<file path="config.mk">
export PLATFORM = sky130hd
export DESIGN_NAME = gme_regs
export DESIGN_NICKNAME = d
export VERILOG_FILES = /design/src/shared/gme_pkg.sv /design/src/hdl/gme_regs.sv
export SDC_FILE = /design/constraint.sdc
export NUM_CORES = 1
export LEC_CHECK = 0
export BUFFER_PORTS_ARGS = -buffer_cell sky130_fd_sc_hd__buf_2
export CORE_ASPECT_RATIO = 1.2
export CORE_UTILIZATION = 36
export CTS_CLUSTER_SIZE = 8
export DETAILED_ROUTE_END_ITERATION = 6
export PLACE_DENSITY = 0.63
export SYNTH_ARGS = -nofsm -noshare
export SYNTH_HDL_FRONTEND = slang
export SYNTH_SLANG_ARGS = --single-unit
export TNS_END_PERCENT = 1
</file>
<file path="constraint.sdc">
create_clock -name hclk -period 1.34 [get_ports hclk]
set_input_delay 0.067 -clock hclk [delete_from_list [all_inputs] [get_ports hclk]]
set_output_delay 0.067 -clock hclk [all_outputs]
set_load 0.05 [all_outputs]
</file>
<file path="src/shared/gme_pkg.sv">
package gme_pkg;

    // ------------------------------------------------------------------
    // Register map
    // ------------------------------------------------------------------
    localparam logic [7:0]  GME_PIN_CTRL_IDX   = 8'h11;
    localparam logic [7:0]  GME_MEAS_EN_IDX    = 8'h12;
    localparam logic [9:0]  GME_PIN_CTRL_ADDR  = {GME_PIN_CTRL_IDX, 2'b00};
    localparam logic [9:0]  GME_MEAS_EN_ADDR   = {GME_MEAS_EN_IDX, 2'b00};
    localparam logic [15:0] GME_PIN_CTRL_RST   = 16'h0000;
    localparam logic [15:0] GME_MEAS_EN_RST    = 16'h0000;

    // ------------------------------------------------------------------
    // Field positions
    // ------------------------------------------------------------------
    localparam int GME_DIR_LSB      = 12;
    localparam int GME_RD_LSB       = 8;
    localparam int GME_TMR_BIT      = 7;
    localparam int GME_LVL_LSB      = 0;
    localparam int GME_CONNECT_BIT  = 15;
    localparam int GME_STACK_BIT    = 14;
    localparam int GME_AUX2_BIT     = 13;
    localparam int GME_AUX1_BIT     = 12;
    localparam int GME_CELL_LSB     = 0;
    localparam int GME_TMR_PIN      = 3;

    // ------------------------------------------------------------------
    // Channel codes on the result path
    // ------------------------------------------------------------------
    localparam logic [3:0]  GME_CH_AUX1        = 4'hc;
    localparam logic [3:0]  GME_CH_AUX2        = 4'hd;
    localparam logic [3:0]  GME_CH_STACK       = 4'he;

    // ------------------------------------------------------------------
    // AHB codes
    // ------------------------------------------------------------------
    localparam logic [1:0]  GME_HTRANS_NONSEQ  = 2'h2;
    localparam logic        GME_HRESP_OKAY     = 1'b0;
    localparam logic [31:0] GME_ZERO_WORD      = 32'h0000_0000;

    typedef enum logic [1:0] {
        GME_CMP_IDLE  = 2'b00,
        GME_CMP_GPIO  = 2'b01,
        GME_CMP_MEAS  = 2'b11
    } gme_sel_t;

endpackage

</file>
<file path="src/hdl/gme_regs.sv">
// What this block does
// A pin is a high-impedance input unless its direction bit is set.
// An output pin is driven high while its output-level bit is set.
// Input-state field returns each pin's buffered level; writes to it do nothing.
// Pin input states are captured at the address parity end of a read.
// Timer mode overrides pin 3: high while counting, low once expired.
// Emergency discharge mode forces pin-3 timer mode regardless of its bit.
// Bits between timer-mode bit and output-level field always read zero.
// Divider connect bit attaches stack divider; software sets it before measuring.
// Stack input converted only when its enable bit is set.
// Auxiliary input 2 converted only when its enable bit is set.
// Auxiliary input 1 converted only when its enable bit is set.
// Cell enable bit n controls conversion of cell n+1.
// Result of a disabled channel is stored as zero.
// Output pin with level bit clear and no timer control drives zero.
module gme_regs
    import gme_pkg::*;
#(
    parameter int NPINS  = 4,
    parameter int NCELLS = 12,
    parameter int RES_W  = 16
) (
    input  wire logic              hclk,
    input  wire logic              hresetn,
    input  wire logic              hce,
    input  wire logic              hsel,
    input  wire logic [31:0]       haddr,
    input  wire logic [1:0]        htrans,
    input  wire logic              hwrite,
    input  wire logic [2:0]        hsize,
    input  wire logic [31:0]       hwdata,
    input  wire logic              hready,
    output logic                   hreadyout,
    output logic [31:0]            hrdata,
    output logic                   hresp,
    input  wire logic [NPINS-1:0]  pin_in,
    output logic [NPINS-1:0]       pin_out,
    output logic [NPINS-1:0]       pin_oe_n,
    input  wire logic              timer_counting,
    input  wire logic              emergency_discharge_mode,
    input  wire logic              link_rd_parity_end,
    output logic                   stack_divider_connect,
    output logic                   stack_input_enable,
    output logic                   aux2_measure_enable,
    output logic                   aux1_measure_enable,
    output logic [NCELLS-1:0]      cell_channel_enables,
    input  wire logic              adc_valid,
    input  wire logic [3:0]        adc_chan,
    input  wire logic [RES_W-1:0]  adc_data,
    output logic                   result_valid,
    output logic [3:0]             result_chan,
    output logic [RES_W-1:0]       result_data
);

    // ------------------------------------------------------------------
    // Helpers
    // ------------------------------------------------------------------
    function automatic logic chan_enabled(input logic [15:0] en, input logic [3:0] ch);
        logic r;
        r = 1'b0;
        if (ch == GME_CH_STACK) begin
            r = en[GME_STACK_BIT];
        end else if (ch == GME_CH_AUX2) begin
            r = en[GME_AUX2_BIT];
        end else if (ch == GME_CH_AUX1) begin
            r = en[GME_AUX1_BIT];
        end else if (ch < 4'(NCELLS)) begin
            r = en[GME_CELL_LSB + 32'(ch)];
        end
        return r;
    endfunction

    function automatic gme_sel_t decode(input logic [31:0] a);
        gme_sel_t s;
        s = GME_CMP_IDLE;
        if (a[9:0] == GME_PIN_CTRL_ADDR) begin
            s = GME_CMP_GPIO;
        end else if (a[9:0] == GME_MEAS_EN_ADDR) begin
            s = GME_CMP_MEAS;
        end
        return s;
    endfunction

    // ------------------------------------------------------------------
    // Storage
    // ------------------------------------------------------------------
    logic [NPINS-1:0]  dir_reg;
    logic [NPINS-1:0]  lvl_reg;
    logic              tmr_reg;
    logic [15:0]       meas_reg;
    logic [NPINS-1:0]  rd_state_reg;
    logic [NPINS-1:0]  sync1_reg;
    logic [NPINS-1:0]  sync2_reg;
    logic [NPINS-1:0]  sync3_reg;
    logic [NPINS-1:0]  pin_state_reg;
    gme_sel_t          dsel_reg;
    logic              dwrite_reg;

    logic              addr_ok;
    gme_sel_t          asel;
    logic              tmr_active;
    logic [NPINS-1:0]  pin_out_next;
    logic [NPINS-1:0]  pin_oe_n_next;
    logic [31:0]       rdata_next;
    logic              capture;

    assign addr_ok    = hsel && hready && (htrans == GME_HTRANS_NONSEQ);
    assign asel       = decode(haddr);
    assign tmr_active = tmr_reg || emergency_discharge_mode;
    // AHB read of the pin register takes the same sample point as the link
    assign capture    = link_rd_parity_end ||
                        (addr_ok && !hwrite && asel == GME_CMP_GPIO);

    // ------------------------------------------------------------------
    // AHB slave
    // ------------------------------------------------------------------
    // Zero wait states; the bus must stay idle while hce is low
    always_ff @(posedge hclk or negedge hresetn) begin
        if (!hresetn) begin
            hreadyout <= 1'b1;
            hresp     <= GME_HRESP_OKAY;
            dsel_reg  <= GME_CMP_IDLE;
            dwrite_reg <= 1'b0;
        end else if (hce) begin
            hreadyout <= 1'b1;
            hresp     <= GME_HRESP_OKAY;
            dsel_reg  <= addr_ok ? asel : GME_CMP_IDLE;
            dwrite_reg <= addr_ok && hwrite;
        end
    end

    always_comb begin
        rdata_next = GME_ZERO_WORD;
        unique case (asel)
            GME_CMP_GPIO: begin
                rdata_next[GME_DIR_LSB +: NPINS] = dir_reg;
                rdata_next[GME_RD_LSB  +: NPINS] = pin_state_reg;
                rdata_next[GME_TMR_BIT]          = tmr_reg;
                rdata_next[GME_LVL_LSB +: NPINS] = lvl_reg;
            end
            GME_CMP_MEAS: begin
                rdata_next[15:0] = meas_reg;
            end
            GME_CMP_IDLE: begin
                rdata_next = GME_ZERO_WORD;
            end
        endcase
    end

    always_ff @(posedge hclk or negedge hresetn) begin
        if (!hresetn) begin
            hrdata <= GME_ZERO_WORD;
        end else if (hce && addr_ok && !hwrite) begin
            hrdata <= rdata_next;
        end
    end

    // ------------------------------------------------------------------
    // Register writes
    // ------------------------------------------------------------------
    always_ff @(posedge hclk or negedge hresetn) begin
        if (!hresetn) begin
            dir_reg <= GME_PIN_CTRL_RST[GME_DIR_LSB +: NPINS];
            lvl_reg <= GME_PIN_CTRL_RST[GME_LVL_LSB +: NPINS];
            tmr_reg <= GME_PIN_CTRL_RST[GME_TMR_BIT];
        end else if (hce && dwrite_reg && dsel_reg == GME_CMP_GPIO) begin
            // Input-state and reserved bits are not stored
            dir_reg <= hwdata[GME_DIR_LSB +: NPINS];
            lvl_reg <= hwdata[GME_LVL_LSB +: NPINS];
            tmr_reg <= hwdata[GME_TMR_BIT];
        end
    end

    always_ff @(posedge hclk or negedge hresetn) begin
        if (!hresetn) begin
            meas_reg <= GME_MEAS_EN_RST;
        end else if (hce && dwrite_reg && dsel_reg == GME_CMP_MEAS) begin
            meas_reg <= hwdata[15:0];
        end
    end

    // ------------------------------------------------------------------
    // Pin input path
    // ------------------------------------------------------------------
    always_ff @(posedge hclk or negedge hresetn) begin
        if (!hresetn) begin
            sync1_reg <= '0;
            sync2_reg <= '0;
            sync3_reg <= '0;
        end else if (hce) begin
            sync1_reg <= pin_in;
            sync2_reg <= sync1_reg;
            sync3_reg <= sync2_reg;
        end
    end

    // A level counts only once two stages agree, filtering metastable settles
    always_ff @(posedge hclk or negedge hresetn) begin
        if (!hresetn) begin
            pin_state_reg <= '0;
        end else if (hce) begin
            for (int n = 0; n < NPINS; n++) begin
                if (sync2_reg[n] == sync3_reg[n]) begin
                    pin_state_reg[n] <= sync3_reg[n];
                end
            end
        end
    end

    always_ff @(posedge hclk or negedge hresetn) begin
        if (!hresetn) begin
            rd_state_reg <= '0;
        end else if (hce && capture) begin
            rd_state_reg <= pin_state_reg;
        end
    end

    // ------------------------------------------------------------------
    // Pin drivers
    // ------------------------------------------------------------------
    always_comb begin
        for (int n = 0; n < NPINS; n++) begin
            pin_oe_n_next[n] = !dir_reg[n];
            pin_out_next[n]  = dir_reg[n] && lvl_reg[n];
        end
        if (tmr_active) begin
            pin_oe_n_next[GME_TMR_PIN] = 1'b0;
            pin_out_next[GME_TMR_PIN]  = timer_counting;
        end
    end

    always_ff @(posedge hclk or negedge hresetn) begin
        if (!hresetn) begin
            pin_out  <= '0;
            pin_oe_n <= '1;
        end else if (hce) begin
            pin_out  <= pin_out_next;
            pin_oe_n <= pin_oe_n_next;
        end
    end

    // ------------------------------------------------------------------
    // Sequencer enables and result masking
    // ------------------------------------------------------------------
    always_ff @(posedge hclk or negedge hresetn) begin
        if (!hresetn) begin
            stack_divider_connect <= 1'b0;
            stack_input_enable    <= 1'b0;
            aux2_measure_enable   <= 1'b0;
            aux1_measure_enable   <= 1'b0;
            cell_channel_enables  <= '0;
        end else if (hce) begin
            stack_divider_connect <= meas_reg[GME_CONNECT_BIT];
            stack_input_enable    <= meas_reg[GME_STACK_BIT];
            aux2_measure_enable   <= meas_reg[GME_AUX2_BIT];
            aux1_measure_enable   <= meas_reg[GME_AUX1_BIT];
            cell_channel_enables  <= meas_reg[GME_CELL_LSB +: NCELLS];
        end
    end

    // Disabled channels land as zero so stale data never looks valid
    always_ff @(posedge hclk or negedge hresetn) begin
        if (!hresetn) begin
            result_valid <= 1'b0;
            result_chan  <= '0;
            result_data  <= '0;
        end else if (hce) begin
            result_valid <= adc_valid;
            result_chan  <= adc_chan;
            result_data  <= chan_enabled(meas_reg, adc_chan) ? adc_data : '0;
        end
    end
endmodule

</file>
==> metrics.md <==
| Metric | Value |
|---|---|
| Outcome | complete, but fails checks |
| Failing checks | negative setup slack |
| Buffers on Ports | 121 |
| Initial Util | 37.0% |
| H-tree Lvls | 3 |
| CP required | 1.57 ns |
| RSZ-0062 raised after global routing | true |
| Pwr Density | 1280 nW/um^2 |
| Synth Register Bits | 105 |
| WL per Instance | 15.2 um |
| Reg2reg start | meas_reg[3] |
| Total Routing Usage GR | 16.9% |
| Ys async rst share | 100% |
| Minimum clock period | 1.46 ns |
| CTS tree | yes |
| Largest area contributor in the netlist | dfrtp_1 |
| EDFF count, synth | 0 |
| Fmax | 685 MHz |
| CTS Sinks | 105 |
| Final WS setup | -0.120 ns |
| Yosys warnings | 0 |
| Reg2Reg Capture Point | result_data[1] |
| Prevailing post-synth register cell | dfrtp_1 |
| ANT nets after route | 0 |
| Worst hold slack | 0.00856 ns |
| CTS Buf Count | 9 |
| Clk pwr share | 32.9% |
| Crit path DAT | 1.69 ns |
| DP HPWL | 7490 um |
| Crit Path Max Fanout | 16 |
| Fin Clk Skew | 0.00719 ns |
| Worst setup path start | meas_reg[3] |
| Core region area | 12100 um^2 |
| Top cells by area, synth | dfrtp_1 56%, mux2_2 14%, mux2i_1 4.9%, buf_4 3.2%, a221oi_1 2.5% |
| Worst IR Drop VDD | 0.535 mV |
| Setup_tns | -1.81 ns |
| Largest net degree at the start of global routing | 66 |
| Worst-Skew Late Latency | 0.35 ns |
| Delay-heaviest family, CP | simple AND/OR/NAND/NOR gates |
| Worst Path Class, Setup | flip-flop to flip-flop |
| Reg clk slew, reported paths | 0.07 ns |
| Worst hold-check path type | input port to flip-flop |
| Filler cells | 1125 |
| Max-cap violations | 0 |
| Num ports | 182 |
| CP endpoint | result_data[1] |
| Overflow after GRT | 0 |
| Period utilization | 109% |
| Setup crit end kind | flip-flop |
| First-pass GRT wire length | 16600 um |
| Sequential fraction of the synthesis area | 58.8% |
| Clock root buffer | clkbuf_16 |
| Internal power | 0.00526 W |
| Final Hold Viols | 0 |
| Sequential share of power | 47.0% |
| Buf/Inv on CP | 1 |
| Wirelength, routed | 10400 um |
| DP Area | 5390 um^2 |
| Post-DR vias/cell | 4.82 |
| Number of placement rows | 44 |
| Die Y | 124 um |
| Antenna cells | 0 |
| Dpl ws | -0.209 ns |
| Critical path, cell by cell | mux2_2 -> or3_1 -> nand4_1 -> buf_12 -> a21oi_1 |
| DR DRC count | 0 |
| LEAKAGE | 3.08 nW |
| Logic pwr share | 20.1% |
| Post-CTS setup buffers | 0 |
| Unique masters post-synth | 33 |
| Final Slew Violations | 0 |
| Top-area cell type share of the netlist area | 56.5% |
| Final Util | 49.3% |
| Layout Nets | 625 |
| Gpl congestion | 0.760 |
| Area of the mapped netlist | 4480 um^2 |
| Finished Cell Area | 5980 um^2 |
| Slowest stage cell, crit path | dfrtp_1 |
| Max Buffers Root-to-Sink | 2 |
| Initial antenna violation count | 0 |
| Drt pass-1 iters | 4 |
| Cells after synthesis | 354 |
| Avg Synthesized Cell Area | 12.6 um^2 |
| DR iter-0 viols | 224 |
| CP startpoint kind | flip-flop |
| Vias in the first global route | 3157 |
| Via count | 3313 |
| Switching share of power | 31.2% |
| Final setup violation count | 16 |
| Slowest Stage Delay on Critical Path | 0.38 ns |
| Die area | 12900 um^2 |
| Total stage count of the critical path | 5 |
| Share of cells above drive strength 1 | 43.1% |
| Switch Pwr | 0.00238 W |
| Die Span X | 104 um |
| Post_cts resized | 0 |
| Area Growth Syn to Fin | 33.5% |
| Worst reg2reg path depth | 5 |
| FF-to-FF setup slack | -0.12 ns |
-- tightest hold or removal path, cell delays in order --
cell and delay (ns):
buf_2 0.08, mux2i_1 0.06, a21oi_1 0.11
-- worst min path at each step --
stage | startpoint | end | cells past startpoint
floorplan | hresetn | aux1_measure_enable | 0
global placement | hresetn | cell_channel_enables[9] | 2
detailed placement | hresetn | cell_channel_enables[9] | 2
CTS | adc_data[8] | result_data[8] | 3
global route | emergency_discharge_mode | pin_oe_n[3] | 3
finish | adc_data[8] | result_data[8] | 3
-- placed cells by master (no fill, tap or decap), types with 2 or more instances in the layout --
cell type and count:
a21oi_1 20, a221oi_1 13, a22o_1 7, a31oi_1 2, buf_12 6, buf_2 120
buf_4 22, clkbuf_1 2, clkbuf_16 9, clkbuf_8 2, clkinv_4 2, conb_1 18
dfrtp_1 101, dfstp_2 4, dlygate4sd3_1 30, inv_1 10, mux2_2 55, mux2i_1 22
nand2_1 7, nand3_1 4, nand3b_1 2, nand4_1 2, nand4b_1 2, nor2_1 30
nor3_1 2, o21ai_0 20, or2_2 2, or3_1 2
-- timing repair --
item                       CTS  global route
hold buffers                30             0
cloned                       0             0
pin swaps                    0             0
hold endpoints to repair   137             0
setup endpoints to repair   16            16
-- cell families after synthesis --
kind of cell           Yosys count  share of synthesized area (%)
and+or+nand+nor                 59                           7.18
DFF                            105                           58.8
muxes                           77                           18.8
AOI/OAI and AO/OA               64                           9.06
buffers and inverters           47                           6.01
other                            2                          0.168
-- area by class of cell --
cell class                 instances  area (um^2)  share of cell area (%)
tap                              161          201                    3.37
clock inverter                     3         25.0                   0.419
clock buffer                      13          260                    4.35
multi-input combinational        218         1630                    27.3
inverter                          10         37.5                   0.628
timing repair buffer             178         1190                    19.8
sequential                       105         2630                    44.0
-- routing by layer --
metal	GRT usage [%]	vias up	wire, um
li1	-	1562	-
met3	4.03	15	544
met2	28.1	106	5120
met5	0	-	0
met1	21.6	1630	4610
met4	6.07	0	151
-- power groups by stage --
stage               Sequential (W)  Combinational, W  Clock (W)
CTS                        0.00360           0.00155    0.00256
global placement           0.00365           0.00145          0
finish                     0.00360           0.00153    0.00251
floorplan                  0.00419          0.000507          0
detailed placement         0.00365           0.00148          0
global route               0.00363           0.00165    0.00271
-- per-stage QoR --
stage	std cells	total power, W
final	688	0.00764
after global routing	688	0.00799
after CTS	688	0.00771
after floorplan	370	0.00469
after detailed placement	642	0.00513
after global placement	642	0.00510
-- cells in the mapped netlist (all sizes together) (4+ instances only) --
library cell  count
mux2i            22
dfrtp           101
a221oi           13
buf              27
a22o              7
clkbuf           10
dfstp             4
nand2             7
a21oi            20
nor2             30
inv              10
nand3             4
mux2             55
o21ai            20
(Power assumes the default switching activity.)
